$ cat config.mk
export PLATFORM = sky130hd
export DESIGN_NAME = mode_seq_device_flat
export DESIGN_NICKNAME = d
export VERILOG_FILES = /design/src/mode_seq_pkg.sv /design/src/mode_seq_if.sv /design/src/mode_seq_device.sv /design/src/flat_wrapper.sv
export SDC_FILE = /design/constraint.sdc
export NUM_CORES = 1
export LEC_CHECK = 0
export BUFFER_PORTS_ARGS = -buffer_cell sky130_fd_sc_hd__buf_2
export CAP_MARGIN = 5
export CORE_AREA = 3 3 154 156
export CTS_CLUSTER_DIAMETER = 100
export DETAILED_ROUTE_END_ITERATION = 10
export DIE_AREA = 0 0 157 159
export HOLD_SLACK_MARGIN = 0.15
export PLACE_DENSITY_LB_ADDON = 0.05
export SLEW_MARGIN = 30
export SYNTH_ARGS = -nofsm -noshare
export SYNTH_HDL_FRONTEND = slang
export SYNTH_SLANG_ARGS = --single-unit
$ cat constraint.sdc
create_clock -name pclk -period 3.3 [get_ports pclk]
set_input_delay 0.33 -clock pclk [delete_from_list [all_inputs] [get_ports pclk]]
set_output_delay 0.33 -clock pclk [all_outputs]
set_load 0.01 [all_outputs]
$ cat src/mode_seq_pkg.sv
// Package of constants shared by both ends of the mode sequencer link
package mode_seq_pkg;
  // ***************************************************************
  // Mode encodings
  // ***************************************************************
  localparam logic [2:0] MODE_SLEEP = 3'h0;
  localparam logic [2:0] MODE_STANDBY = 3'h1;
  localparam logic [2:0] MODE_SYNTH = 3'h2;
  localparam logic [2:0] MODE_TX = 3'h3;
  localparam logic [2:0] MODE_RX = 3'h4;
  // ***************************************************************
  // Listen field codes
  // ***************************************************************
  localparam logic [1:0] BASE_64US = 2'h1;
  localparam logic [1:0] BASE_4MS = 2'h2;
  localparam logic [1:0] BASE_262MS = 2'h3;
  localparam logic [1:0] END_STAY = 2'h0;
  localparam logic [1:0] END_GO_MODE = 2'h1;
  localparam logic [1:0] END_RESUME = 2'h2;
  // ***************************************************************
  // Timing
  // ***************************************************************
  localparam int CLK_MHZ = 125;
  localparam int BASE_64US_NS = 64000;
  localparam int BASE_64US_CYC = BASE_64US_NS * CLK_MHZ / 1000;
  localparam int BASE_4MS_IN_64US = 64;
  localparam int BASE_262MS_IN_64US = 4096;
  localparam int PREAMBLE_LOCK_BITS = 12;
  localparam int TIMEOUT_BITS_PER_STEP = 16;
  localparam int CAL_CYC_DEFAULT = 4096;
  // ***************************************************************
  // Device register offsets (32-bit words, APB byte addresses)
  // ***************************************************************
  localparam logic [11:0] OFS_MODE = 12'h000;
  localparam logic [11:0] OFS_LISTEN = 12'h004;
  localparam logic [11:0] OFS_AUTO = 12'h008;
  localparam logic [11:0] OFS_OSC = 12'h00c;
  localparam logic [11:0] OFS_TIMEOUT = 12'h010;
  localparam logic [11:0] OFS_STATUS = 12'h014;
  localparam logic [11:0] OFS_FREQ = 12'h018;
  // Mode register fields
  localparam int MODE_LSB = 0;
  localparam int LISTEN_EN_BIT = 3;
  localparam int ABORT_BIT = 4;
  localparam int SEQ_OFF_BIT = 5;
  // Listen register fields
  localparam int IDLE_MULT_LSB = 0;
  localparam int RX_MULT_LSB = 8;
  localparam int IDLE_BASE_LSB = 16;
  localparam int RX_BASE_LSB = 18;
  localparam int ACCEPT_BIT = 20;
  localparam int END_LSB = 21;
  localparam int BITSYNC_BIT = 23;
  localparam int PACKET_BIT = 24;
  // Auto transit fields
  localparam int ENTRY_LSB = 0;
  localparam int EXIT_LSB = 2;
  localparam int TRANSIT_LSB = 4;
  localparam int AUTO_EN_BIT = 7;
  // Trigger codes
  localparam logic [1:0] TRIG_LEVEL = 2'h0;
  localparam logic [1:0] TRIG_SENT = 2'h1;
  localparam logic [1:0] TRIG_CHECK = 2'h2;
  localparam logic [1:0] TRIG_EMPTIED = 2'h3;
  // Status bits
  localparam int ST_CAL_DONE_BIT = 0;
  localparam int ST_RX_READY_BIT = 1;
  localparam int ST_LISTEN_BIT = 2;
  localparam int ST_TRANSIT_BIT = 3;
  localparam int ST_MODE_LSB = 4;
  localparam logic [31:0] RESET_MODE_REG = 32'h00000001;
  localparam logic [31:0] RESET_LISTEN_REG = 32'h00a21f01;
endpackage : mode_seq_pkg
$ cat src/mode_seq_if.sv
// Interface joining the host end and the device end
interface mode_seq_if;
  logic wr_req;
  logic rd_req;
  logic [11:0] addr;
  logic [31:0] wdata;
  logic [31:0] rdata;
  logic ack;
  modport device (input wr_req, input rd_req, input addr, input wdata, output rdata, output ack);
  modport host (output wr_req, output rd_req, output addr, output wdata, input rdata, input ack);
endinterface : mode_seq_if

$ cat src/mode_seq_device.sv
// Device end: listen engine, auto transit and mode registers
// Summary of operation
// - Bit timing locks after twelve preamble bits
// - No bitsync, no packet mode: data valid at receiver ready
// - Transmit hop: rx, new freq, tx
// - Receive hop: new freq, synth, rx
// - Hop sequences assume sequencer enabled
// - Listen starts when enabled from standby
// - Idle, periodic receive, keep if wanted
// - Receive window includes receiver wake-up
// - Phase time is multiplier times base
// - Base codes 64us, 4.1ms, 262ms
// - Accept on level, optionally sync match
// - End 00: stay receive, stop listen
// - End 01: until done, then mode
// - End 10: until done, resume idle
// - Abort: write abort set, then cleared
// - Oscillator calibrates itself after reset
// - Calibration request sets finished flag
// - Auto mode enters, exits transit state
// - Mode rewritten in transit used on exit
// - Triggers: level, sent, check, emptied
// - Mode codes; listen overrides mode field
// - Timeout counts steps of sixteen bits
module mode_seq_device
  import mode_seq_pkg::*;
#(
  parameter int CAL_CYC = CAL_CYC_DEFAULT
)
(
  input wire logic pclk,
  input wire logic presetn,
  mode_seq_if.device link,
  input wire logic signal_above_limit,
  input wire logic sync_word_matched,
  input wire logic payload_complete_flag,
  input wire logic queue_level_flag,
  input wire logic frame_sent_flag,
  input wire logic check_passed_flag,
  input wire logic queue_has_data,
  input wire logic bit_tick,
  input wire logic rx_bit,
  output logic [2:0] active_mode,
  output logic receiver_ready_flag,
  output logic serial_data_pin,
  output logic listen_active,
  output logic timeout_irq,
  output logic fifo_discard,
  output logic osc_cal_finished
);
  // ***************************************************************
  // Types and state
  // ***************************************************************
  typedef enum logic [3:0] {
    L_OFF = 4'b0001,
    L_IDLE = 4'b0010,
    L_RX = 4'b0100,
    L_HOLD = 4'b1000
  } lstate_t;
  typedef struct packed {
    logic [31:0] mode_reg;
    logic [31:0] listen_reg;
    logic [7:0] auto_reg;
    logic [15:0] timeout_reg;
    logic [31:0] freq_reg;
    lstate_t ls;
    logic [7:0] mult_cnt;
    logic [12:0] tick_cnt;
    logic [12:0] sub_cnt;
    logic in_transit;
    logic [15:0] to_bits;
    logic [3:0] to_step;
    logic level_seen;
    logic [3:0] pre_cnt;
    logic cal_busy;
    logic [12:0] cal_cnt;
    logic cal_done;
    logic qd_d;
    logic [1:0] sig_sync;
    logic [2:0] active_mode;
    logic rx_ready;
    logic sdata;
    logic tmo;
    logic discard;
    logic listen;
    logic [31:0] rdata;
    logic ack;
  } ds_t;
  ds_t s;
  ds_t next_s;
  // ***************************************************************
  // Helpers
  // ***************************************************************
  function automatic logic [12:0] base_ticks(input logic [1:0] code);
    unique case (code)
      BASE_4MS: base_ticks = 13'(BASE_4MS_IN_64US);
      BASE_262MS: base_ticks = 13'(BASE_262MS_IN_64US);
      default: base_ticks = 13'h0001;
    endcase
  endfunction : base_ticks
  function automatic logic trig_hit(input logic [1:0] code, input logic lvl, input logic sent,
                                    input logic chk, input logic fall);
    unique case (code)
      TRIG_LEVEL: trig_hit = lvl;
      TRIG_SENT: trig_hit = sent;
      TRIG_CHECK: trig_hit = chk;
      default: trig_hit = fall;
    endcase
  endfunction : trig_hit
  logic [2:0] mode_field;
  logic entry_hit;
  logic exit_hit;
  logic accepted;
  logic phase_end;
  logic wr;
  logic [2:0] wmode;
  always_comb begin
    mode_field = s.mode_reg[MODE_LSB +: 3];
    wr = link.wr_req && !s.ack;
    wmode = link.wdata[MODE_LSB +: 3];
    entry_hit = trig_hit(s.auto_reg[ENTRY_LSB +: 2], queue_level_flag, frame_sent_flag,
                         check_passed_flag, s.qd_d && !queue_has_data);
    exit_hit = trig_hit(s.auto_reg[EXIT_LSB +: 2], queue_level_flag, frame_sent_flag,
                        check_passed_flag, s.qd_d && !queue_has_data);
    // Sync match is only honoured once the bit clock had time to lock
    accepted = s.sig_sync[1] && (!s.listen_reg[ACCEPT_BIT] ||
               (sync_word_matched && s.pre_cnt == 4'(PREAMBLE_LOCK_BITS)));
    phase_end = (s.mult_cnt == 8'h01) && (s.tick_cnt == 13'h0001) && (s.sub_cnt == 13'h0001);
  end
  // ***************************************************************
  // Next state
  // ***************************************************************
  always_comb begin
    next_s = s;
    next_s.ack = 1'b0;
    next_s.tmo = 1'b0;
    next_s.discard = 1'b0;
    next_s.qd_d = queue_has_data;
    next_s.sig_sync = {s.sig_sync[0], signal_above_limit};
    // Register access, one cycle answer
    if ((link.wr_req || link.rd_req) && !s.ack) begin
      next_s.ack = 1'b1;
      unique case (link.addr)
        OFS_MODE: next_s.rdata = s.mode_reg;
        OFS_LISTEN: next_s.rdata = s.listen_reg;
        OFS_AUTO: next_s.rdata = {24'h0, s.auto_reg};
        OFS_TIMEOUT: next_s.rdata = {16'h0, s.timeout_reg};
        OFS_FREQ: next_s.rdata = s.freq_reg;
        OFS_STATUS: next_s.rdata = {25'h0, s.active_mode, s.in_transit,
                                    s.ls != L_OFF, s.rx_ready, s.cal_done};
        default: next_s.rdata = 32'h0;
      endcase
    end
    if (wr) begin
      unique case (link.addr)
        OFS_MODE: next_s.mode_reg = {26'h0, link.wdata[5:0]};
        OFS_LISTEN: next_s.listen_reg = {7'h0, link.wdata[24:0]};
        OFS_AUTO: next_s.auto_reg = link.wdata[7:0];
        OFS_TIMEOUT: next_s.timeout_reg = link.wdata[15:0];
        OFS_FREQ: next_s.freq_reg = link.wdata;
        OFS_OSC: begin
          if (link.wdata[0] && !s.cal_busy) begin
            next_s.cal_busy = 1'b1;
            next_s.cal_cnt = 13'(CAL_CYC);
            next_s.cal_done = 1'b0;
          end
        end
        default: begin
        end
      endcase
    end
    // Oscillator calibration
    if (s.cal_busy) begin
      next_s.cal_cnt = s.cal_cnt - 13'h0001;
      if (s.cal_cnt == 13'h0001) begin
        next_s.cal_busy = 1'b0;
        next_s.cal_done = 1'b1;
      end
    end
    // Phase tick divider from the calibrated RC time base
    if (s.ls == L_IDLE || s.ls == L_RX) begin
      if (s.sub_cnt != 13'h0001) begin
        next_s.sub_cnt = s.sub_cnt - 13'h0001;
      end else begin
        next_s.sub_cnt = 13'(BASE_64US_CYC);
        if (s.tick_cnt != 13'h0001) begin
          next_s.tick_cnt = s.tick_cnt - 13'h0001;
        end else if (s.mult_cnt != 8'h01) begin
          next_s.mult_cnt = s.mult_cnt - 8'h01;
          next_s.tick_cnt = base_ticks(s.ls == L_IDLE ? s.listen_reg[IDLE_BASE_LSB +: 2]
                                                      : s.listen_reg[RX_BASE_LSB +: 2]);
        end
      end
    end
    // Bit-period timeout and preamble lock count while receiving
    if (s.active_mode == MODE_RX && bit_tick) begin
      next_s.pre_cnt = (s.pre_cnt == 4'(PREAMBLE_LOCK_BITS)) ? s.pre_cnt : s.pre_cnt + 4'h1;
      next_s.to_step = s.to_step + 4'h1;
      if (s.to_step == 4'(TIMEOUT_BITS_PER_STEP - 1)) begin
        next_s.to_bits = s.to_bits + 16'h0001;
        if (s.to_bits + 16'h0001 == s.timeout_reg && s.timeout_reg != 16'h0) begin
          next_s.tmo = 1'b1;
        end
      end
    end
    if (s.sig_sync[1] && !s.level_seen && s.active_mode == MODE_RX) begin
      next_s.level_seen = 1'b1;
      next_s.to_bits = 16'h0;
      next_s.to_step = 4'h0;
    end
    // Listen engine
    unique case (s.ls)
      L_OFF: begin
        // Entry on the write itself, so a stopped listen never restarts on its own
        if (wr && link.addr == OFS_MODE && link.wdata[LISTEN_EN_BIT] && wmode == MODE_STANDBY &&
            !link.wdata[SEQ_OFF_BIT] && !link.wdata[ABORT_BIT] &&
            s.active_mode == MODE_STANDBY) begin
          next_s.ls = L_IDLE;
          next_s.mult_cnt = s.listen_reg[IDLE_MULT_LSB +: 8];
          next_s.tick_cnt = base_ticks(s.listen_reg[IDLE_BASE_LSB +: 2]);
          next_s.sub_cnt = 13'(BASE_64US_CYC);
          next_s.active_mode = MODE_SLEEP;
        end else if (s.active_mode != MODE_RX || !s.mode_reg[LISTEN_EN_BIT]) begin
          next_s.active_mode = s.in_transit ? s.auto_reg[TRANSIT_LSB +: 3] : mode_field;
        end
      end
      L_IDLE: begin
        if (phase_end) begin
          next_s.ls = L_RX;
          next_s.active_mode = MODE_RX;
          next_s.mult_cnt = s.listen_reg[RX_MULT_LSB +: 8];
          next_s.tick_cnt = base_ticks(s.listen_reg[RX_BASE_LSB +: 2]);
          next_s.discard = 1'b1;
        end
      end
      L_RX: begin
        if (accepted) begin
          if (s.listen_reg[END_LSB +: 2] == END_STAY) begin
            next_s.ls = L_OFF;
          end else begin
            next_s.ls = L_HOLD;
          end
        end else if (phase_end) begin
          next_s.ls = L_IDLE;
          next_s.active_mode = MODE_SLEEP;
          next_s.mult_cnt = s.listen_reg[IDLE_MULT_LSB +: 8];
          next_s.tick_cnt = base_ticks(s.listen_reg[IDLE_BASE_LSB +: 2]);
        end
      end
      L_HOLD: begin
        if (payload_complete_flag || s.tmo) begin
          if (s.listen_reg[END_LSB +: 2] == END_RESUME) begin
            next_s.ls = L_IDLE;
            next_s.active_mode = MODE_SLEEP;
            next_s.mult_cnt = s.listen_reg[IDLE_MULT_LSB +: 8];
            next_s.tick_cnt = base_ticks(s.listen_reg[IDLE_BASE_LSB +: 2]);
            next_s.sub_cnt = 13'(BASE_64US_CYC);
          end else begin
            next_s.ls = L_OFF;
            next_s.active_mode = mode_field;
          end
        end
      end
    endcase
    if (wr && link.addr == OFS_MODE && link.wdata[ABORT_BIT]) begin
      next_s.ls = L_OFF;
      next_s.active_mode = wmode;
    end
    // Auto transit, only outside listen
    if (s.ls == L_OFF && s.auto_reg[AUTO_EN_BIT]) begin
      if (!s.in_transit && entry_hit) begin
        next_s.in_transit = 1'b1;
      end else if (s.in_transit && exit_hit) begin
        next_s.in_transit = 1'b0;
      end
    end else if (!s.auto_reg[AUTO_EN_BIT]) begin
      next_s.in_transit = 1'b0;
    end
    if (next_s.active_mode != MODE_RX) begin
      next_s.level_seen = 1'b0;
      next_s.to_bits = 16'h0;
      next_s.to_step = 4'h0;
      next_s.pre_cnt = 4'h0;
    end
    next_s.rx_ready = (next_s.active_mode == MODE_RX);
    next_s.listen = (next_s.ls != L_OFF);
    // Without the bit synchroniser and packet mode, data follow the demodulator straight away
    next_s.sdata = s.rx_ready && (!s.listen_reg[BITSYNC_BIT] && !s.listen_reg[PACKET_BIT] ||
                   s.pre_cnt == 4'(PREAMBLE_LOCK_BITS)) && rx_bit;
  end
  always_ff @(posedge pclk or negedge presetn) begin
    if (!presetn) begin
      s <= '{mode_reg: RESET_MODE_REG, listen_reg: RESET_LISTEN_REG, ls: L_OFF,
             cal_busy: 1'b1, cal_cnt: 13'(CAL_CYC), active_mode: MODE_STANDBY, default: '0};
    end else begin
      s <= next_s;
    end
  end
  assign link.rdata = s.rdata;
  assign link.ack = s.ack;
  assign active_mode = s.active_mode;
  assign receiver_ready_flag = s.rx_ready;
  assign serial_data_pin = s.sdata;
  assign listen_active = s.listen;
  assign timeout_irq = s.tmo;
  assign fifo_discard = s.discard;
  assign osc_cal_finished = s.cal_done;
endmodule : mode_seq_device

$ cat src/flat_wrapper.sv
// flat-port wrapper written by rule: the top's interface ports become plain ports
module mode_seq_device_flat import mode_seq_pkg::*;
#(
  parameter int CAL_CYC = CAL_CYC_DEFAULT
)
  (pclk, presetn, signal_above_limit, sync_word_matched, payload_complete_flag, queue_level_flag, frame_sent_flag, check_passed_flag, queue_has_data, bit_tick, rx_bit, active_mode, receiver_ready_flag, serial_data_pin, listen_active, timeout_irq, fifo_discard, osc_cal_finished, link_wr_req, link_rd_req, link_addr, link_wdata, link_rdata, link_ack);
  mode_seq_if link_i ();
  input wire logic pclk;
  input wire logic presetn;
  input wire logic signal_above_limit;
  input wire logic sync_word_matched;
  input wire logic payload_complete_flag;
  input wire logic queue_level_flag;
  input wire logic frame_sent_flag;
  input wire logic check_passed_flag;
  input wire logic queue_has_data;
  input wire logic bit_tick;
  input wire logic rx_bit;
  output logic [2:0] active_mode;
  output logic receiver_ready_flag;
  output logic serial_data_pin;
  output logic listen_active;
  output logic timeout_irq;
  output logic fifo_discard;
  output logic osc_cal_finished;
  input wire logic [$bits(link_i.wr_req)-1:0] link_wr_req;
  input wire logic [$bits(link_i.rd_req)-1:0] link_rd_req;
  input wire logic [$bits(link_i.addr)-1:0] link_addr;
  input wire logic [$bits(link_i.wdata)-1:0] link_wdata;
  output wire logic [$bits(link_i.rdata)-1:0] link_rdata;
  output wire logic [$bits(link_i.ack)-1:0] link_ack;
  assign link_i.wr_req = link_wr_req;
  assign link_i.rd_req = link_rd_req;
  assign link_i.addr = link_addr;
  assign link_i.wdata = link_wdata;
  assign link_rdata = link_i.rdata;
  assign link_ack = link_i.ack;
  mode_seq_device #(.CAL_CYC(CAL_CYC)) u_core (.pclk(pclk), .presetn(presetn), .link(link_i), .signal_above_limit(signal_above_limit), .sync_word_matched(sync_word_matched), .payload_complete_flag(payload_complete_flag), .queue_level_flag(queue_level_flag), .frame_sent_flag(frame_sent_flag), .check_passed_flag(check_passed_flag), .queue_has_data(queue_has_data), .bit_tick(bit_tick), .rx_bit(rx_bit), .active_mode(active_mode), .receiver_ready_flag(receiver_ready_flag), .serial_data_pin(serial_data_pin), .listen_active(listen_active), .timeout_irq(timeout_irq), .fifo_discard(fifo_discard), .osc_cal_finished(osc_cal_finished));
endmodule
==> results of run 1 <==
-- placed cells by master (no fill, tap or decap), drive strengths merged, types with 7 or more instances in the layout --
cell type,n
or4,7
nand4,20
mux2i,7
dlygate4sd3,33
nor4,49
nor4b,7
nor2b,8
a221oi,7
xnor2,38
mux2,87
xor2,31
inv,26
or3,7
a222oi,15
dfstp,14
ha,12
buf,136
clkbuf,37
a21oi,24
a22oi,20
dfrtp,196
nand2,116
o21ai,65
nor3,27
nor2,69
nand3,34
-- metrics by stage --
stage	utilization	instances	setup WS [ns]
3_5_place_dp	0.524	1395	0.449
6_report	0.575	1473	0.418
4_1_cts	0.575	1472	0.432
2_1_floorplan	-	1065	0.869
3_3_place_gp	0.524	1394	0.407
5_1_grt	0.575	1473	0.292
-- power groups by stage --
stage	Clock, mW	Sequential (mW)	Combinational, mW
after global routing	2.87	2.64	0.311
after global placement	0	2.68	0.253
final	2.70	2.64	0.280
after CTS	2.76	2.64	0.285
after floorplan	0	2.67	0.114
after detailed placement	0	2.68	0.254
-- worst max-delay path by stage --
stage	endpoint	slack, ns	cells after the start
4_1_cts	u_core.s[60]	0.43	9
3_5_place_dp	u_core.s[60]	0.45	8
5_1_grt	u_core.s[83]	0.29	9
2_1_floorplan	u_core.s[87]	0.87	6
6_report	u_core.s[60]	0.42	9
3_3_place_gp	u_core.s[73]	0.41	7
-- timing repair --
action,4_1_cts,5_1_grt
hold endpoints to repair,141,0
hold buffers,33,0
gates resized for setup,0,0
-- cells by family after synthesis --
group | count (synthesis) | synth area share
compound gates | 174 | 0.107
fa+ha+maj | 12 | 0.0135
flops | 210 | 0.474
simple gates | 387 | 0.195
xor+xnor | 69 | 0.0544
mux | 96 | 0.0985
buf+inv | 117 | 0.0571
-- worst reg2reg max path: cells and delay by family (launching register included) --
| family | cells | cell delay (ns) |
|---|---|---|
| AO/OA/AOI/OAI | 3 | 0.72 |
| buffers and inverters | 1 | 0.28 |
| flip-flops | 1 | 0.42 |
| AND/OR/NAND/NOR | 3 | 1.17 |
-- cell type report --
type	count	share of cell area
well taps	285	0.0275
multi-input cells	738	0.404
clock buffers	37	0.0571
flip-flops and latches	210	0.407
inverters	26	0.00754
repair buffers	169	0.0906
diodes	1	0.000193
clock inverters	7	0.00570
-- layer usage --
| layer | vias up | global-route usage | routed length, microns |
|---|---|---|---|
| li1 | 4028 | - | - |
| met1 | 4108 | 0.327 | 13000 |
| met2 | 219 | 0.372 | 13500 |
| met3 | 58 | 0.0275 | 1230 |
| met4 | 0 | 0.0780 | 1110 |
| met5 | - | 0 | 0 |
-- sequential cells by signal (all words and copies together), names as in the netlist --
register,cells
u_core.link.rdata,32
u_core.mode_field,3
u_core.active_mode,3
u_core.receiver_ready_flag,1
u_core.link.ack,1
u_core.fifo_discard,1
u_core.next_s,1
u_core.osc_cal_finished,1
u_core.s,164
u_core.timeout_irq,1
u_core.listen_active,1
u_core.serial_data_pin,1
==> qor.yml, run 1 <==
sta:
  hold_viol: 0
  fin_setup_tns_ns: 0
  worst_pin_slew_ns: 0.848
  max_freq_mhz: 347
  whs_ns: 0.172
  setup_violations: 0
  relSlewSlack: 0.433
  rsz0062_at_grt: "false"
  post-route-period-util: 0.873
  maxSlewViolCount: 0
  finalCriticalPeriod_ns: 2.88
  fin_skew_ns: 0.0181
run:
  drv_cap: 0
placed_design:
  placed_area_sq_um: 11800
  placement.io_buffers: 98
  hpwl_microns: 20300
  place_congestion: 0.916
grt:
  grt_start_max_net_pins: 82
  first_global_vias: 8532
  antenna_found_initial: 1
  track_usage: 0.232
  grt_pass1_wl_microns: 46800
  grt.overflow.total: 0
logic_synthesis:
  ys_ff_latch: 210
  synth.distinct_cells: 76
  netlist_area_sq_um: 11100
  synthArstFlopShare: 1.00
  syn_area_per_cell_sq_um: 10.4
  postSynthCellCount: 1065
  synth.top_cell.area_share: 0.441
  synth_largest_area_cell: "dfrtp_1"
  ys_seq_area_frac: 0.474
  synthFlopType: "dfrtp_1"
  synth.most_common_cell: "dfrtp_1"
  synth-edff-count: 0
  ys_top_cells_by_count: "dfrtp_1 (196), nand2_1 (116), mux2_2 (87)"
  synthTopCellsByArea: "dfrtp_1 (44%), mux2_2 (8.8%), nand2_1 (3.9%)"
  yosys_warnings: 0
  synth_nets: 1134
routing:
  drcViolationCount: 0
  vias: 8413
  wl_per_cell_microns: 19.6
  postRouteAntennaNets: 0
  firstDrtPassIters: 6
  vias_per_cell: 5.71
  drt_iter0_drc: 558
  totalWireLength_microns: 28800
setup_path:
  cp_slowest_cell: "dlygate4sd3_1"
  critical-path-top-delay-family: "simple AND/OR/NAND/NOR gates"
  cp_max_fo: 14
  r2r-end: "u_core.s[67]"
  critPathLaunchType: "input pin"
  worstPathRequired_ns: 3.74
  worstSetupPathType: "input pin to flip-flop"
  cp-end-kind: "flip-flop"
  timing.rr.start: "u_core.s[92]"
  r2r_cells: 7
  worst-r2r-setup-slack_ns: 0.62
  path_buf_inv: 3
  slowest_delay_ns: 0.54
  startpoint: "link_wdata[5]"
  path_cells: "dlygate4sd3_1, buf_2, or4_1, or4_4, or3_4, nand4_4, a31oi_4, buf_8, nor4_2"
  critPathArrivalTime_ns: 3.32
clock_tree:
  clkSinkCount: 210
  cts_made_buffers: 24
  htreeDepth: 1
  postCtsSetupBuffers: 0
  cts-root-buf: "clkbuf_16"
  cts_tree: "yes"
  clk_pin_slew_ns: 0.06
  cts.path.max_buffers: 3
  clock_latency_ns: 0.53
cells_and_area:
  postLayoutCellArea_sq_um: 12900
  drive_above_1_share: 0.265
  seqCellArea_sq_um: 5270
  nFillCells: 1983
  fin_nets: 1238
  syn_to_final_growth_pct: 16.5
  multi_input_area_sq_um: 5230
power:
  p_switching_mw: 1.29
  clock_power_share: 0.481
  p_leak_nw: 5.68
  swShare: 0.229
  combPwrFrac: 0.050
  ir_worst_vdd_mv: 0.435
  total_power_mw: 5.62
  cellPowerDensity_nw_per_um2: 434
  power.internal_mw: 4.33
  p_seq_frac: 0.470
hold_path:
  hp-class: "input pin to flip-flop"
  hold_start: "link_wdata[3]"
  min_to: "u_core.s[214]"
  min_path_cells: 2
floorplan:
  die-width_microns: 157
  initial_core_util: 0.494
  core_sq_um: 22500
  die_h_microns: 159
  die_area_sq_um: 25000
  num_rows: 55
  ioPinCount: 99
run_status:
  status: "complete, no violations"
No activity file was read; power rests on OpenSTA's default activity.
==> inputs of run 2 (changes only) <==
--- a/config.mk
+++ b/config.mk
@@ -7,10 +7,10 @@
 export LEC_CHECK = 0
 export BUFFER_PORTS_ARGS = -buffer_cell sky130_fd_sc_hd__buf_2
 export CAP_MARGIN = 5
-export CORE_AREA = 3 3 154 156
+export CORE_AREA = 3 3 141 143
 export CTS_CLUSTER_DIAMETER = 100
 export DETAILED_ROUTE_END_ITERATION = 10
-export DIE_AREA = 0 0 157 159
+export DIE_AREA = 0 0 144 146
 export HOLD_SLACK_MARGIN = 0.15
 export PLACE_DENSITY_LB_ADDON = 0.05
 export SLEW_MARGIN = 30
==> qor.yml, run 2 (same netlist as run 1, synthesis figures left out) <==
run_status:
  status: "complete, no violations"  # unchanged
grt:
  track_usage: 0.267  # was 0.232
  grt_start_max_net_pins: 90  # was 82
  grt_pass1_wl_microns: 45300  # was 46,800 microns
  antenna_found_initial: 1  # unchanged
  grt.overflow.total: 0  # unchanged
  first_global_vias: 8475  # was 8,532
power:
  p_leak_nw: 5.68  # about the same
  ir_worst_vdd_mv: 0.473  # was 0.435 mV
  total_power_mw: 5.77  # was 5.62 mW
  cellPowerDensity_nw_per_um2: 447  # was 434 nW/um^2
setup_path:
  critPathArrivalTime_ns: 3.35  # was 3.32 ns
  critPathLaunchType: "input pin"  # unchanged
  path_buf_inv: 3  # unchanged
  startpoint: "link_wdata[2]"  # was link_wdata[5]
  cp-end-kind: "flip-flop"  # unchanged
  slowest_delay_ns: 0.55  # was 0.54 ns
  critical-path-top-delay-family: "simple AND/OR/NAND/NOR gates"  # unchanged
  cp_slowest_cell: "dlygate4sd3_1"  # unchanged
  cp_max_fo: 17  # was 14
  worstSetupPathType: "input pin to flip-flop"  # unchanged
  path_cells: "dlygate4sd3_1, buf_2, or4_1, or4_4, or3_4, nand4_4, a31oi_4, buf_16, nor4_1"  # was dlygate4sd3_1, buf_2, or4_1, or4_4, or3_4, nand4_4, a31oi_4, buf_8, nor4_2
  timing.rr.start: "u_core.s[120]"  # was u_core.s[92]
  worstPathRequired_ns: 3.71  # was 3.74 ns
placed_design:
  placement.io_buffers: 98  # unchanged
  dpl.cell_count: 1341  # was 1,395
  pre_cts_ws_ns: 0.380  # was 0.449 ns
  hpwl_microns: 19500  # was 20,300 microns
  place_congestion: 0.925  # was 0.916
cells_and_area:
  drive_above_1_share: 0.262  # was 0.265
  largest_register_ff_count: 164  # unchanged
  final_cell_mix: "dfrtp_1 (196), nand2_1 (116), buf_2 (97)"  # unchanged
  fin_nets: 1235  # was 1,238
  mostFrequentLayoutCell: "dfrtp_1"  # unchanged
  nFillCells: 1464  # was 1,983
  largest-register: "u_core.s"  # unchanged
  syn_to_final_growth_pct: 16.3  # was 16.5%
  layout.cells.non_filler: 1419  # was 1,473
  final_util: 0.691  # was 0.575
clock_tree:
  clock_latency_ns: 0.52  # was 0.53 ns
  cts-root-buf: "clkbuf_16"  # unchanged
  clkSinkCount: 210  # unchanged
  ctsResizeCount: 0  # unchanged
  htreeDepth: 1  # unchanged
  clk_pin_slew_ns: 0.06  # about the same
  cts_tree: "yes"  # unchanged
  cts.path.max_buffers: 3  # unchanged
  cts_made_buffers: 24  # unchanged
  hold_buffers: 33  # unchanged
  postCtsSetupBuffers: 0  # unchanged
routing:
  postRouteAntennaNets: 0  # unchanged
  drcViolationCount: 0  # unchanged
  drt_iter0_drc: 755  # was 558
  vias: 8609  # was 8,413
  firstDrtPassIters: 8  # was 6
  wl_per_cell_microns: 19.7  # was 19.6 microns
  totalWireLength_microns: 27900  # was 28,800 microns
  vias_per_cell: 6.07  # was 5.71
run:
  drv_cap: 0  # unchanged
floorplan:
  die_h_microns: 146  # was 159 microns
  num_rows: 50  # was 55
  ioPinCount: 99  # unchanged
  core_sq_um: 18700  # was 22,500 sq um
  die-width_microns: 144  # was 157 microns
  initial_core_util: 0.594  # was 0.494
  die_area_sq_um: 21000  # was 25,000 sq um
sta:
  post-route-period-util: 0.891  # was 0.873
  setup_violations: 0  # unchanged
  worst_pin_slew_ns: 0.909  # was 0.848 ns
  maxSlewViolCount: 0  # unchanged
  fin_setup_tns_ns: 0  # unchanged
  hold_viol: 0  # unchanged
  max_freq_mhz: 340  # was 347 MHz
  fin_skew_ns: 0.0249  # was 0.0181 ns
  relSlewSlack: 0.392  # was 0.433
  fin_ws_ns: 0.358  # was 0.418 ns
  rsz0062_at_grt: "false"  # unchanged
  finalCriticalPeriod_ns: 2.94  # was 2.88 ns
hold_path:
  hp-class: "input pin to flip-flop"  # unchanged
  hold_start: "link_addr[10]"  # was link_wdata[3]
==> run 2: cell count changes in the layout (fill, tap and decap cells not counted), sizes merged <==
cell / before / now
buf: 136 / 132
clkinv: 5 / 1
bufinv: 1 / 4
clkinvlp: 1 / 2
inv: 26 / 27
==> run 2: worst reg2reg max path: cells and delay by family (launching register included) <==
family                 cells  cell delay (ns)
flip-flops                 1             0.47
AND/OR/NAND/NOR            2             0.63
buffers and inverters      1             0.24
AO/OA/AOI/OAI              4             1.32
==> run 2: stage by stage <==
| step | hold WS [ns] | cell area, sq um |
|---|---|---|
| final | 0.170 | 12900 |
| after global routing | 0.180 | 12900 |
| after CTS | 0.167 | 12900 |
| after detailed placement | 0.337 | 11700 |
| after global placement | 0.342 | 11700 |
| after floorplan | 0.0344 | 11100 |
==> run 2: layout make-up <==
type	count	area [sq um]	share of cell area
multi-input combinational	738	5230	0.405
clock buffer	36	717	0.0555
antenna	1	2.50	0.000194
inverter	26	97.6	0.00755
sequential	210	5270	0.408
tap	234	293	0.0227
clock inverter	8	149	0.0115
timing repair buffer	166	1160	0.0899
==> run 2: path summary, 6_finish.rpt <==
path                       slack (ns)                    end  depth (start not counted)
setup / recovery                 0.36           u_core.s[70]                          9
hold / removal                   0.17          u_core.s[215]                          4
setup reg to reg                 0.52           u_core.s[66]                          7
hold reg to reg                  0.35           u_core.s[42]                          0
max in group asynchronous        2.00   u_core.mode_field[0]                          3
min in group asynchronous        0.45  u_core.link.rdata[26]                          2
==> run 2: routing by layer <==
layer | share of wire | vias to the layer above | GRT usage
met2 | 0.48 | 282 | 0.434
met1 | 0.43 | 4240 | 0.373
li1 | - | 4036 | -
met5 | 0 | - | 0
met4 | 0.030 | 0 | 0.0758
met3 | 0.062 | 51 | 0.0398
==> run 2: where the power goes <==
group | internal (mW) | switching [mW] | total [mW]
clock | 1.81 | 1.04 | 2.85
sequential | 2.61 | 0.0285 | 2.64
combinational | 0.107 | 0.176 | 0.283
total | 4.53 | 1.24 | 5.77
